===== config.mk =====
export PLATFORM = sky130hd
export DESIGN_NAME = rx_fifo_ctl
export DESIGN_NICKNAME = d
export VERILOG_FILES = /design/src/rtl/rx_fifo_ctl_pkg.sv /design/src/rtl/rx_fifo_ctl.sv /design/src/rtl/rx_byte_store.sv /design/src/rtl/idle_timer.sv
export VERILOG_INCLUDE_DIRS = /design/src /design/src/rtl
export SDC_FILE = /design/constraint.sdc
export NUM_CORES = 1
export LEC_CHECK = 0
export BUFFER_PORTS_ARGS = -buffer_cell sky130_fd_sc_hd__buf_4
export CAP_MARGIN = 10
export CELL_PAD_IN_SITES_DETAIL_PLACEMENT = 2
export CELL_PAD_IN_SITES_GLOBAL_PLACEMENT = 2
export CORE_ASPECT_RATIO = 1.5
export CORE_UTILIZATION = 41
export CTS_BUF_LIST = sky130_fd_sc_hd__clkbuf_4
export DETAILED_ROUTE_END_ITERATION = 10
export HOLD_SLACK_MARGIN = 0.02
export PLACE_DENSITY = 0.9
export REMOVE_ABC_BUFFERS = 1
export SLEW_MARGIN = 0
export SYNTH_ARGS = -nofsm -noshare
export SYNTH_HDL_FRONTEND = slang
export SYNTH_HIERARCHICAL = 1
export SYNTH_SLANG_ARGS = --single-unit

===== constraint.sdc =====
create_clock -name pclk -period 4.1 [get_ports pclk]
set_clock_uncertainty 0.2 [all_clocks]
set_input_delay 0.82 -clock pclk [delete_from_list [all_inputs] [get_ports pclk]]
set_output_delay 0.82 -clock pclk [all_outputs]
set_load 0.1 [all_outputs]

===== src/rtl/rx_fifo_ctl_defs.svh =====
// Offsets, fields, reset values and timing counts of the rx FIFO control
`ifndef RX_FIFO_CTL_DEFS_SVH
`define RX_FIFO_CTL_DEFS_SVH
// ----------------------------------------------------------------
// Register byte offsets
// ----------------------------------------------------------------
`define OFS_CTRL        12'h000
`define OFS_STATUS      12'h004
`define OFS_INT_STAT    12'h008
`define OFS_INT_MASK    12'h00C
`define OFS_RX_DATA     12'h010
`define OFS_TIMEOUT     12'h014
// ----------------------------------------------------------------
// Control register fields
// ----------------------------------------------------------------
`define CTRL_FIFO_EN_BIT   0
`define CTRL_TOUT_EN_BIT   1
`define CTRL_RSVD_BIT      2
`define CTRL_REQ_BIT       3
`define CTRL_THR_LSB       4
`define CTRL_RESET         8'h01
// ----------------------------------------------------------------
// Interrupt status fields
// ----------------------------------------------------------------
`define INT_TOUT_BIT       0
`define INT_REQ_BIT        1
`define INT_DROP_BIT       2
`define INT_MASK_RESET     3'h0
// ----------------------------------------------------------------
// Timing: idle timeout in ns, cycles at 5 ns clock
// ----------------------------------------------------------------
`define CLK_PERIOD_NS      5
`define TOUT_NS            1000
`define TOUT_CYCLES        (`TOUT_NS / `CLK_PERIOD_NS)
`endif


===== src/rtl/rx_fifo_ctl_pkg.sv =====
// Types shared by the rx FIFO control files
package rx_fifo_ctl_pkg;
  typedef enum logic [1:0] {
    TMR_IDLE  = 2'b00,
    TMR_COUNT = 2'b01,
    TMR_FIRED = 2'b10
  } tmr_state_t;
endpackage


===== src/rtl/rx_fifo_ctl.sv =====
// Receive FIFO control: admission, request flag, idle timeout, APB regs
//
// Behaviour
// - request flag high exactly while FIFO level exceeds threshold.
// - timeout on, FIFO non-empty, not above threshold, expired: interrupt.
// - with timeout disabled, lingering bytes never cause an interrupt.
// - FIFO enable high (reset value) stores every received byte unless the FIFO is full or clk_en is low.
// - FIFO enable low discards every received byte.
// - request flag is hardware set, read-only, resets to zero.
`timescale 1ns/1ps
`include "rx_fifo_ctl_defs.svh"
module rx_fifo_ctl
  import rx_fifo_ctl_pkg::*;
#(
  parameter int DEPTH = 8,
  parameter int AW    = 3,
  parameter int CW    = 16,
  parameter int TOUT_CYC = `TOUT_CYCLES
)(
  // Clock, reset, enable
  input  wire logic        pclk,
  input  wire logic        presetn,
  input  wire logic        clk_en,
  // APB slave
  input  wire logic        psel,
  input  wire logic        penable,
  input  wire logic        pwrite,
  input  wire logic [11:0] paddr,
  input  wire logic [31:0] pwdata,
  output logic      [31:0] prdata,
  output logic             pready,
  output logic             pslverr,
  // Received bytes from the shift engine
  input  wire logic        rx_valid,
  input  wire logic [7:0]  rx_byte,
  // Status outputs
  output logic             rx_fifo_request,
  output logic             irq
);
  // ----------------------------------------------------------------
  // Registers
  // ----------------------------------------------------------------
  logic [7:0]    ctrl_q;
  logic [2:0]    istat_q;
  logic [2:0]    imask_q;
  logic [CW-1:0] tout_q;
  logic          req_q;
  logic          irq_q;
  logic [31:0]   prdata_q;
  logic          pready_q;
  logic          pslverr_q;
  logic [7:0]    rd_data;
  logic [AW:0]   level;
  logic          expired;

  // ----------------------------------------------------------------
  // Decode
  // ----------------------------------------------------------------
  wire acc      = psel && penable && !pready_q;
  wire wr       = acc && pwrite;
  wire rd       = acc && !pwrite;
  wire hit_ctrl = paddr == `OFS_CTRL;
  wire hit_st   = paddr == `OFS_STATUS;
  wire hit_is   = paddr == `OFS_INT_STAT;
  wire hit_im   = paddr == `OFS_INT_MASK;
  wire hit_dat  = paddr == `OFS_RX_DATA;
  wire hit_to   = paddr == `OFS_TIMEOUT;
  wire mapped   = hit_ctrl | hit_st | hit_is | hit_im | hit_dat | hit_to;

  wire       fifo_en   = ctrl_q[`CTRL_FIFO_EN_BIT];
  wire       tout_en   = ctrl_q[`CTRL_TOUT_EN_BIT];
  wire [2:0] threshold = ctrl_q[`CTRL_THR_LSB +: 3];
  wire       full      = level == (AW+1)'(DEPTH);
  // Stored only when enabled; a full FIFO also drops, flagged below
  wire       store     = rx_valid && fifo_en && !full;
  wire       drop      = rx_valid && fifo_en && full;
  // An empty FIFO is never popped, so the level cannot wrap
  wire       pop       = rd && hit_dat && level != '0;
  wire [AW:0] lvl_next = level + (AW+1)'(store) - (AW+1)'(pop);
  // Next threshold, so a control write and a level change agree at once
  wire [2:0] thr_next  = (wr && hit_ctrl) ? pwdata[`CTRL_THR_LSB +: 3]
                                           : threshold;
  // Comparing against next level keeps the flag in step with the count
  wire       req_d     = lvl_next > (AW+1)'(thr_next);
  // Lingering: bytes present but not above the threshold
  wire       linger    = tout_en && level != '0 &&
                         level <= (AW+1)'(threshold);
  wire [2:0] ev        = {drop, req_d && !req_q, expired && linger};
  wire [2:0] w1c       = (wr && hit_is) ? pwdata[2:0] : 3'h0;

  // ----------------------------------------------------------------
  // Storage and timer
  // ----------------------------------------------------------------
  rx_byte_store #(.DEPTH(DEPTH), .AW(AW)) u_store (
    .pclk    (pclk),
    .presetn (presetn),
    .clk_en  (clk_en),
    .wr_valid(store),
    .wr_data (rx_byte),
    .rd_pop  (pop),
    .rd_data (rd_data),
    .level   (level)
  );

  // Count restarts on each stored byte, not on pops
  idle_timer #(.CW(CW)) u_timer (
    .pclk    (pclk),
    .presetn (presetn),
    .clk_en  (clk_en),
    .arm     (linger),
    .restart (store),
    .limit   (tout_q),
    .expired (expired)
  );

  // Read mux; reserved bit 2 reads back as stored
  wire [31:0] rmux =
      hit_ctrl ? {24'h0, ctrl_q[7:4], req_q, ctrl_q[2:0]} :
      hit_st   ? {{(31-AW){1'b0}}, level} :
      hit_is   ? {29'h0, istat_q} :
      hit_im   ? {29'h0, imask_q} :
      hit_dat  ? {24'h0, rd_data} :
      hit_to   ? {{(32-CW){1'b0}}, tout_q} : 32'h0;

  // ----------------------------------------------------------------
  // Software registers
  // ----------------------------------------------------------------
  // Request bit position is masked off: software cannot touch it
  always_ff @(posedge pclk or negedge presetn)
  begin
    if (!presetn)
    begin
      ctrl_q  <= `CTRL_RESET;
      imask_q <= `INT_MASK_RESET;
      tout_q  <= CW'(TOUT_CYC);
    end
    else if (clk_en && wr)
    begin
      if (hit_ctrl) ctrl_q <= pwdata[7:0] & 8'hF7;
      if (hit_im)   imask_q <= pwdata[2:0];
      if (hit_to)
        tout_q <= (pwdata[CW-1:0] == '0) ? CW'(1) : pwdata[CW-1:0];
    end
  end

  // Sticky status; a same-cycle event wins over the clear
  always_ff @(posedge pclk or negedge presetn)
  begin
    if (!presetn)
      istat_q <= 3'h0;
    else if (clk_en)
      istat_q <= (istat_q & ~w1c) | ev;
  end

  // Flag, interrupt and bus answer flops
  always_ff @(posedge pclk or negedge presetn)
  begin
    if (!presetn)
    begin
      req_q     <= 1'b0;
      irq_q     <= 1'b0;
      pready_q  <= 1'b0;
      pslverr_q <= 1'b0;
      prdata_q  <= 32'h0;
    end
    else if (clk_en)
    begin
      req_q     <= req_d;
      irq_q     <= |(((istat_q & ~w1c) | ev) & imask_q);
      pready_q  <= acc;
      pslverr_q <= acc && !mapped;
      prdata_q  <= rd ? rmux : 32'h0;
    end
  end

  assign prdata          = prdata_q;
  assign pready          = pready_q;
  assign pslverr         = pslverr_q;
  assign rx_fifo_request = req_q;
  assign irq             = irq_q;
endmodule // rx_fifo_ctl


===== src/rtl/rx_byte_store.sv =====
// Flip-flop byte store for received data, indexed by pointers
`timescale 1ns/1ps
module rx_byte_store
  import rx_fifo_ctl_pkg::*;
#(
  parameter int DEPTH = 8,
  parameter int AW    = 3
)(
  // Clock and reset
  input  wire logic          pclk,
  input  wire logic          presetn,
  input  wire logic          clk_en,
  // Fill side
  input  wire logic          wr_valid,
  input  wire logic [7:0]    wr_data,
  // Drain side
  input  wire logic          rd_pop,
  output logic      [7:0]    rd_data,
  output logic      [AW:0]   level
);
  logic [7:0]    mem_q [DEPTH];
  logic [AW-1:0] wp_q;
  logic [AW-1:0] rp_q;
  logic [AW:0]   cnt_q;
  wire           do_wr = wr_valid && (cnt_q != (AW+1)'(DEPTH));
  wire           do_rd = rd_pop && (cnt_q != '0);

  // Pointer wrap shared by both sides
  function automatic logic [AW-1:0] nxt(input logic [AW-1:0] p);
    nxt = (p == AW'(DEPTH - 1)) ? '0 : p + 1'b1;
  endfunction

  // Storage has no reset; contents are only read below the level
  always_ff @(posedge pclk)
  begin
    if (clk_en && do_wr)
      mem_q[wp_q] <= wr_data;
  end

  // Pointers and level
  always_ff @(posedge pclk or negedge presetn)
  begin
    if (!presetn)
    begin
      wp_q  <= '0;
      rp_q  <= '0;
      cnt_q <= '0;
    end
    else if (clk_en)
    begin
      if (do_wr) wp_q <= nxt(wp_q);
      if (do_rd) rp_q <= nxt(rp_q);
      cnt_q <= cnt_q + (AW+1)'(do_wr) - (AW+1)'(do_rd);
    end
  end

  assign rd_data = mem_q[rp_q];
  assign level   = cnt_q;
endmodule // rx_byte_store


===== src/rtl/idle_timer.sv =====
// Idle timer restarted by each stored byte
`timescale 1ns/1ps
module idle_timer
  import rx_fifo_ctl_pkg::*;
#(
  parameter int CW = 16
)(
  // Clock and reset
  input  wire logic          pclk,
  input  wire logic          presetn,
  input  wire logic          clk_en,
  // Control
  input  wire logic          arm,
  input  wire logic          restart,
  input  wire logic [CW-1:0] limit,
  // Result
  output logic               expired
);
  tmr_state_t    st_q;
  tmr_state_t    st_d;
  logic [CW-1:0] cnt_q;

  // Next state: a restart while armed counts again from zero; a disarm goes to idle
  always_comb
  begin
    st_d = st_q;
    case (st_q)
      TMR_IDLE:  if (arm) st_d = TMR_COUNT;
      TMR_COUNT:
        if (!arm) st_d = TMR_IDLE;
        else if (!restart && cnt_q >= limit - 1'b1) st_d = TMR_FIRED;
      TMR_FIRED: if (!arm || restart) st_d = arm ? TMR_COUNT : TMR_IDLE;
      default:   st_d = TMR_IDLE;
    endcase
  end

  // State and count registers
  always_ff @(posedge pclk or negedge presetn)
  begin
    if (!presetn)
    begin
      st_q  <= TMR_IDLE;
      cnt_q <= '0;
    end
    else if (clk_en)
    begin
      st_q  <= st_d;
      cnt_q <= (st_d != TMR_COUNT || restart || st_q != TMR_COUNT)
               ? '0 : cnt_q + 1'b1;
    end
  end

  assign expired = (st_q == TMR_FIRED);
endmodule // idle_timer


; ---- After elaboration in Yosys (flattened, before gate mapping)
; Memories as Yosys holds them, arrays and structs flattened.
; Index checks and enable logic that the tools add are counted.
[classes]
order_cmp = 3
bitwise = 9
eq_ne = 13
n_mux = 21
addsub = 8
n_reduce_logical = 41
[op_table]
columns = op, count
row1 = $mux W16, 9
row2 = $eq A12 B4 Y1 const B, 2
row3 = $eq A12 B5 Y1 const B, 2
row4 = $logic_and A1 B1 Y1, 21
row5 = $add A16 B1 Y16 const B, 1
row6 = $ge A16 B16 Y1, 1
row7 = $logic_not A16 Y1, 1
row8 = $sub A16 B1 Y16 const B, 1
row9 = $eq A12 B3 Y1 const B, 1
row10 = $logic_not A12 Y1, 1
row11 = $mux W3, 4
row12 = $reduce_and A2 Y1, 5
row13 = $add A4 B1 Y4, 2
row14 = $mux W2, 4
row15 = $sub A4 B1 Y4, 2
row16 = $logic_not A1 Y1, 7
row17 = $add A3 B1 Y3 const B, 2
row18 = $and A3 B3 Y3, 2
row19 = $eq A3 B3 Y1 const B, 2
row20 = $pmux W2 S3, 1
row21 = $or A1 B1 Y1, 5
row22 = $eq A4 B4 Y1 const B, 1
row23 = $gt A4 B3 Y1, 1
row24 = $le A4 B3 Y1, 1
row25 = other kinds (11), 16
[word_totals]
word_cells = 110
memories = 1
ramBits = 64
out_inout_bits = 36
reg_bits = 93
in_bits = 59
[memory_table]
columns = memory, depth, word_bits, read_ports, rd_ports_with_merged_regs, write_ports, line
row1 = u_store.mem_q, 8, 8, 1, 0, 1, rx_byte_store.sv:21  ; logic [7:0] mem_q [DEPTH];

; ---- Longest topological paths before layout
; Gate-level depths: netlist (run 1).
[logic_depth]
ltp_word = 12
mapped_depth = 15
depth_no_buf = 15

; ---- By module
; The synthesis (run 1) kept the hierarchy.
[by_module_without_submodules]
columns = mod, cells_each, seq_area_each_um2, instances, area_per_inst_um2
row1 = rx_byte_store, 163, 2172.1, 1, 3179.3
row2 = rx_fifo_ctl, 285, 1231.2, 1, 2905.3
row3 = idle_timer, 174, 450.4, 1, 1609.0

; ---- Worst setup path after synthesis (run 1)
; OpenSTA, ideal clock, no wires.
[synth_path]
path_kind = input -> register
start = input paddr[9]
end = register istat_q[1]
arrival_time_ns = 4.402
n_path_buf = 1
setup_slack_ns = -0.638
setup_ns = 0.136
stages = 13
required_time_ns = 3.764
cell_sequence = or4_4 -> or4_4 -> buf_6 -> nor4_1 -> ha_1 -> inv_1 -> ha_1 -> fa_1 -> ha_1 -> a211o_1 -> a211oi_1 -> a2bb2oi_1 -> a21oi_1
[synth_via]
elab_chain_cells = 7
word_cells_on_any_way = 15
cone_classes = add/sub (1) / order compare (1) / eq/ne (2) / mux (2) / bitwise (3) / reduce/logical (6)
[synth_lines]
columns = element, line
row1 = "start, declared", rx_fifo_ctl.sv:28  ; input wire logic [11:0] paddr,
row2 = $eq A12 B5 Y1 (no line), n/a
row3 = $logic_and A1 B1 Y1 (2 in a row), rx_fifo_ctl.sv:78  ; wire pop = rd && hit_dat && level != '0;
row4 = via pop, rx_fifo_ctl.sv:78
row5 = $sub A4 B1 Y4, rx_fifo_ctl.sv:79  ; wire [AW:0] lvl_next = level + (AW+1)'(store) - (AW+1)'(pop);
row6 = $gt A4 B3 Y1, rx_fifo_ctl.sv:84  ; wire req_d = lvl_next > (AW+1)'(thr_next);
row7 = $logic_and A1 B1 Y1, rx_fifo_ctl.sv:88  ; wire [2:0] ev = {drop, req_d && !req_q, expired && linger};
row8 = $or A3 B3 Y3, rx_fifo_ctl.sv:152  ; istat_q <= (istat_q & ~w1c) | ev;
row9 = "end signal, assigned", rx_fifo_ctl.sv:152
row10 = "end, declared", rx_fifo_ctl.sv:44  ; logic [2:0] istat_q;
; The timed path passes the listed nets, and every way through them passes these cells.
; A chain may end at the register's enable or synchronous reset.

; ---- Worst setup path in the final report (run 1)
[layout_path]
start = register tout_q[0]
end = register u_timer.st_q[0]
[layout_via]
elab_chain_cells = 6
[layout_lines]
columns = element, line
row1 = "start, declared", rx_fifo_ctl.sv:46  ; logic [CW-1:0] tout_q;
row2 = "start signal, assigned", rx_fifo_ctl.sv:135  ; tout_q <= CW'(TOUT_CYC);
row3 = "start signal, assigned", rx_fifo_ctl.sv:142  ; tout_q <= (pwdata[CW-1:0] == '0) ? CW'(1) : pwdata[CW-1:0];
row4 = $sub A16 B1 Y16, idle_timer.sv:31  ; else if (!restart && cnt_q >= limit - 1'b1) st_d = TMR_FIRED;
row5 = $ge A16 B16 Y1, idle_timer.sv:31
row6 = $logic_and A1 B1 Y1, idle_timer.sv:31
row7 = $mux W2, idle_timer.sv:31
row8 = $mux W2, idle_timer.sv:30  ; if (!arm) st_d = TMR_IDLE;
row9 = $pmux W2 S3, idle_timer.sv:27  ; case (st_q)
row10 = "end signal, assigned", idle_timer.sv:47  ; st_q <= st_d;
row11 = "end, declared", idle_timer.sv:19  ; tmr_state_t st_q;
; Every way passes these cells.

==> summary.txt, run 1 <==
Floorplan
  • DIE AREA: 19,330 um2
  • Starting density of the core: approximately two fifths
  • Cell Rows: between 60 and 70
  • Area of the core: between 15,000 and 20,000 um2
  • DIE WIDTH: ~110 um
  • # IOs: 95
  • Die height: approximately 170 um

Logic synthesis
  • Yosys reg bits: 141
  • Synth unique cells: 77
  • Area contributors post-synth: edfxtp_1, dfrtp_1, ha_1
  • Syn Inst Count: 622
  • Synth top cells by count: dfrtp_1, edfxtp_1, inv_1, ha_1, nor2_1
  • Async SR Flop Fraction: between 50% and 60%
  • Mapped Area: just under 8000 um2
  • Top_reg_cell synth: dfrtp_1
  • Post-synth top area share: between 20% and 30%
  • Most frequent cell after synthesis: dfrtp_1
  • Number of synthesized flops with an enable pin: 64
  • Post-Syn Area per Cell: around 12 um2
  • Cell taking the most area after synthesis: edfxtp_1
  • Register area share after synthesis: roughly half
  • Synth warn: 6

STA
  • Slew Limit Fails: 0
  • Endpoints failing setup: 0
  • TNS Setup: 0 ns
  • Rel. slew slack: approximately 28%
  • Final Hold Viols: 0
  • Final period utilization: between 90 and 100%
  • Max Fclk: 247.1 MHz
  • Tmin final: approximately 4.0 ns
  • Tightest Pin Transition: ~1.1 ns

Clock tree
  • Num CTS Buffers: 17
  • Clk buf depth: 2
  • Reg clk slew, reported paths: 0.16 ns
  • Root Driver: clkbuf_4
  • Clock sinks: ~140
  • H-Tree Depth: 4
  • Clk Latency, worst-skew pair: roughly 0.61 ns
  • TritonCTS clock tree: built
  • Post-CTS Hold Fix Bufs: 0

Min path
  • Min-delay worst type: input pin to async pin

Critical path
  • CP Capture Type: flip-flop
  • Setup CP Type: flip-flop to flip-flop
  • CP max FO: 8
  • WP data required: approximately 4.4 ns
  • Worst setup SP type: flip-flop
  • Worst endpoint data arrival time: between 4 and 5 ns

Pwr
  • Switching pwr: roughly 1.1 mW
  • Sequential share of power: around half
  • Sw frac: 35.37%
  • Comb pwr share: 20.7%
  • Int Power: a little over 2 mW
  • Pwr dens: between 300 and 400 nW/um2
  • Clock power share: between 30% and 40%
  • Worst VDD drop: between 0.2 and 0.3 mV
  • Leak: approximately 3.7 nW

Global routing
  • Largest net degree at the start of global routing: between 70 and 80
  • Gr ovfl total: 0
  • Initial antenna violation count: 0
  • Vias in the first global route: around 6,400
  • Total GRT Usage: roughly a quarter
  • First-pass GRT wire length: about 37,000 um

Final layout
  • Antenna Cells: 0
  • Net count, final: just over 800
  • P&R area growth vs syn: 16.18%
  • Post-route insts no fill: ~980
  • Fraction of layout cells with a size suffix above 1: approximately 28%

Drt
  • Initial DRC Count: between 300 and 400
  • Vias/cell: between 5 and 6
  • 1st-pass router iterations: 4
  • Routed wire length: 24,850 um
  • Residual DRC count: 0
  • Post-route ant nets: 0
  • Via count: approximately 5,500
  • Wire length per cell: ~25 um

Placed design
  • Final RePlAce weighted congestion: 0.8159
  • Port buffer count: between 60 and 70
  • Dpl cells: ~940
  • Hpwl dp: ~17,000 um

Outcome
  • Status: finished, final reports clean

Job
  • Max-Cap Viols: 0
[metrics by stage]
| stage | hold slack, ns | total power [mW] | setup WS, ns | util (%) | instance area, um2 |
|---|---|---|---|---|---|
| after global placement | 0.3017 | 2.036 | -0.7524 | 45.96 | 8488 |
| after floorplan | 0.2766 | 1.870 | -0.5681 | - | 7490 |
| after global routing | 0.2219 | 3.236 | -0.05269 | 48.39 | 8939 |
| after CTS | 0.2302 | 3.052 | 0.002896 | 47.77 | 8823 |
| final | 0.1936 | 3.135 | 0.05277 | 48.39 | 8939 |
| after detailed placement | 0.3181 | 2.089 | -0.8913 | 45.96 | 8488 |
[power groups by stage]
stage               combinational, mW  clock [mW]  sequential (mW)
floorplan                       0.280           0             1.59
global placement                0.486           0             1.55
detailed placement              0.536           0             1.55
CTS                             0.556       0.971             1.53
global route                    0.687        1.02             1.53
finish                          0.650       0.959             1.53
[routing by layer]
metal,share of wire (%),global-route usage [%]
met4,4.6,12.82
met1,36,26.78
met5,0,0
met3,2.8,4.821
met2,57,50.11
[kinds of logic after synthesis]
kind of cell | synth area share [%]
compound gates | 9.872
xor+xnor | 3.074
fa+ha+maj | 7.026
buf+inv | 5.480
flops | 50.09
mux | 11.90
other cells | 0.04874
simple gates | 12.51
[worst max-delay path: stages, from the launching register on]
cell      delay [ns]
dfrtp_1         0.48
inv_1           0.13
ha_1            0.27
nand2_2         0.14
or4_4           0.53
nor4_2          0.21
xnor2_1         0.12
ha_1            0.31
and4_1          0.24
nand4_1         0.21
or4_4           0.48
o211ai_4        0.17
nor2_1          0.15
o31a_1          0.30
[cell usage in the layout, fill, tap and decap left out, drive strengths merged, types with 14 or more instances in the layout]
cell type  instances
buf               93
dfrtp             73
edfxtp            64
inv               51
ha                40
nor2              35
nand2             34
mux2              27
a21oi             26
o21ai             24
mux4              18
clkbuf            17
conb              16
xnor2             16
nand3             15
a22o              14
[area by class of cell]
class	count	area, um2
timing repair buffer	93	698.2
fill	1841	9532
inverter	43	161.4
multi-input combinational	416	3607
clock buffer	17	127.6
sequential	141	3855
clock inverter	15	173.9
tap	252	315.3
[worst paths after layout]
kind                                         from                       endpoint  slack (ns)  cells past startpoint
setup / recovery            tout_q[0]$_DFFE_PN0P_    u_timer/st_q[0]$_DFFE_PN0P_        0.05                     13
hold / removal                            presetn          prdata[2]$_DFFE_PN0P_        0.19                      1
setup reg to reg            tout_q[0]$_DFFE_PN0P_    u_timer/st_q[0]$_DFFE_PN0P_        0.05                     13
hold reg to reg            prdata[13]$_DFFE_PN0P_         prdata[13]$_DFFE_PN0P_        0.34                      2
max in group asynchronous                 presetn          tout_q[5]$_DFFE_PN0P_        2.76                      1
min in group pclk                      rx_byte[1]  u_store/mem_q[4][1]$_DFFE_PP_        0.23                      1
[sequential cells by signal, summed over array words and instances, names as in the netlist]
name and count:
pslverr 1, prdata 16, ctrl_q 7, istat_q 3, u_timer/cnt_q 16, tout_q 16
u_store/wp_q 3, pready 1, u_store/mem_q 64, rx_fifo_request 1, u_store/level 4, imask_q 3
irq 1, u_timer/st_q 2, u_store/rp_q 3
[timing repair]
action,in CTS,in global routing
endpoints found under the setup margin,4,19
gates resized for setup,6,16
hold endpoints to repair,0,0
cloned,0,1
buffers inserted,0,2
pin swaps,4,7
(Power assumes the default switching activity.)
==> run 2: changes to the inputs <==
- CTS_CLUSTER_SIZE: unset -> 40
- clock period: 4.1 -> 4.48 ns (I/O delays scaled with it)
==> run 2 against run 1 <==
Net effect: sequential cell count unchanged; power decreased by 5.7%; critical path depth increased by 3; clock power increased by 6%; register-to-register slack improved by 0.12 ns; combinational power decreased by 18%; critical path type is now input pin to flip-flop.
==> summary.txt, run 2 (same netlist as run 1, synthesis figures left out) <==
Drt
  • Routed wire length: 26,540 um (was 24,850 um)
  • Initial DRC Count: 377 (was 309)
  • Post-route ant nets: 0 (unchanged)
  • Residual DRC count: 0 (unchanged)
  • 1st-pass router iterations: 4 (unchanged)
  • Wire length per cell: 27.45 um (was 25.44 um)
  • Via count: 5,623 (was 5,542)
  • Vias/cell: 5.815 (was 5.672)

Final layout
  • Most frequent cells in the layout: buf_4, dfrtp_1, edfxtp_1, inv_1, ha_1 (unchanged)
  • P&R area growth vs syn: 14.85% (was 16.18%)
  • Final core utilization: 47.84% (was 48.39%)
  • Largest register FFs: 64 (unchanged)
  • Fraction of layout cells with a size suffix above 1: 25.63% (was 28.14%)
  • Most common cell after layout, fill and taps aside: buf_4 (unchanged)
  • Largest Register: u_store/mem_q (unchanged)
  • Net count, final: 802 (was 813)

STA
  • Tightest Pin Transition: 1.074 ns (was 1.083 ns)
  • Max Fclk: roughly 220 MHz
  • Post-route setup slack: 0.005242 ns (was 0.05277 ns)
  • Slew Limit Fails: 0 (unchanged)
  • Endpoints failing setup: 0 (unchanged)
  • Final Hold Viols: 0 (unchanged)
  • Final worst hold slack: 0.2716 ns (was 0.1936 ns)
  • Rel. slew slack: 28.37% (was 27.83%)
  • Tmin final: about 4.5 ns
  • Final period utilization: between 90 and 100%

Floorplan
  • # IOs: 95 (unchanged)
  • Die height: 169.8 um (unchanged)
  • Starting density of the core: 41.65% (unchanged)
  • DIE AREA: 19,330 um2 (unchanged)
  • Area of the core: 18,470 um2 (unchanged)
  • Cell Rows: 61 (unchanged)
  • DIE WIDTH: 113.8 um (unchanged)

Critical path
  • Worst-path cell chain: buf_4, or4_4, or4_4, nor4_4, buf_4, ha_1, inv_1, ha_4, fa_2, xor2_1, ha_1, nor2_1, a31oi_1, a211oi_4, a2bb2oi_2, a21oi_1 (was inv_1, ha_1, nand2_2, or4_4, nor4_2, xnor2_1, ha_1, and4_1, nand4_1, or4_4, o211ai_4, nor2_1, o31a_1)
  • Critical path's top delay family: simple AND/OR/NAND/NOR gates (unchanged)
  • WP data required: 4.76 ns (was 4.37 ns)
  • Buf/Inv on CP: 3 (was 1)
  • CP Capture Type: flip-flop (unchanged)
  • CP max stage cell: or4_4 (unchanged)
  • Worst setup SP type: input pin (was flip-flop)
  • Worst endpoint data arrival time: 4.75 ns (was 4.32 ns)
  • Setup CP Type: input pin to flip-flop (was flip-flop to flip-flop)
  • CP max FO: 2 (was 8)
  • Slowest stage delay, CP: 0.54 ns (was 0.53 ns)

Pwr
  • Leak: 3.647 nW (was 3.679 nW)
  • Worst VDD drop: 0.3125 mV (was 0.2610 mV)
  • Total power: 2.956 mW (was 3.135 mW)
  • Pwr dens: 334.5 nW/um2 (was 350.7 nW/um2)

Clock tree
  • TritonCTS clock tree: built (unchanged)
  • Reg clk slew, reported paths: 0.16 ns (about the same)
  • Root Driver: clkbuf_4 (unchanged)
  • Clock sinks: 141 (unchanged)
  • Clk Latency, worst-skew pair: 0.61 ns (about the same)
  • Num CTS Buffers: 17 (unchanged)
  • Clk buf depth: 2 (unchanged)
  • H-Tree Depth: 4 (unchanged)
  • Post-CTS Hold Fix Bufs: 0 (unchanged)

Global routing
  • Vias in the first global route: 6,466 (was 6,385)
  • Total GRT Usage: 28.63% (was 26.14%)
  • First-pass GRT wire length: 39,520 um (was 37,230 um)
  • Initial antenna violation count: 1 (was 0)
  • Gr ovfl total: 0 (unchanged)
  • Largest net degree at the start of global routing: 78 (unchanged)

Min path
  • Min-delay worst type: input pin to async pin (unchanged)

Placed design
  • Hpwl dp: 17,250 um (was 17,480 um)
  • Pre-CTS setup slack: -0.7676 ns (was -0.8913 ns)
  • Final RePlAce weighted congestion: 0.8468 (was 0.8159)
  • Port buffer count: 62 (unchanged)

Job
  • Max-Cap Viols: 0 (unchanged)

Outcome
  • Status: finished, final reports clean (unchanged)
-- run 2: routing by layer --
metal  up-vias  global-route usage, %  wire [um]
met5         -                      0          0
met4         0                  19.48       1891
met3       102                  7.929       1281
met2       190                  52.97      14610
met1      2896                  27.01       8760
li1       2435                      -          -
-- run 2: area by class of cell --
type                       instances  area, um2
multi-input combinational        415       3536
clock buffer                      17      127.6
inverter                          43      161.4
sequential                       141       3854
tap                              252      315.3
fill                            1860       9634
clock inverter                    15      216.5
antenna                            1      2.502
timing repair buffer              83      623.1
-- run 2: path summary, 6_finish.rpt --
| check | start | end | slack, ns | cells past startpoint |
|---|---|---|---|---|
| min reg2reg | prdata[12]$_DFFE_PN0P_ | prdata[12]$_DFFE_PN0P_ | 0.34 | 2 |
| min in group pclk | rx_byte[6] | u_store/mem_q[6][6]$_DFFE_PP_ | 0.29 | 1 |
| min | presetn | ctrl_q[6]$_DFFE_PN0P_ | 0.27 | 1 |
| max reg2reg | u_store/level[2]$_DFFE_PN0P_ | istat_q[1]$_DFFE_PN0P_ | 0.17 | 16 |
| max | paddr[9] | istat_q[1]$_DFFE_PN0P_ | 0.005 | 16 |
| max in group asynchronous | presetn | tout_q[13]$_DFFE_PN0P_ | 3.12 | 1 |
-- run 2: what timing repair did --
| action | in CTS | in global routing |
|---|---|---|
| resized for setup | 8 | 1 |
| setup buffers | 1 | 0 |
| pin swaps | 2 | 1 |
| setup endpoints to repair | 3 | 3 |
-- run 2: where the power goes --
group	total [mW]	internal [mW]	leakage, nW	switching (mW)
Sequential	1.41	1.37	1.61	0.0369
Clock	1.02	0.420	0.182	0.598
Combinational	0.530	0.187	1.85	0.343
-- run 2: metrics by stage --
stage	std cells	setup TNS, ns	area (um2)
floorplan	599	-0.5944	7490
global placement	933	-1.232	8421
detailed placement	933	-2.044	8421
CTS	966	0	8826
global route	967	-0.06597	8836
finish	967	0	8836
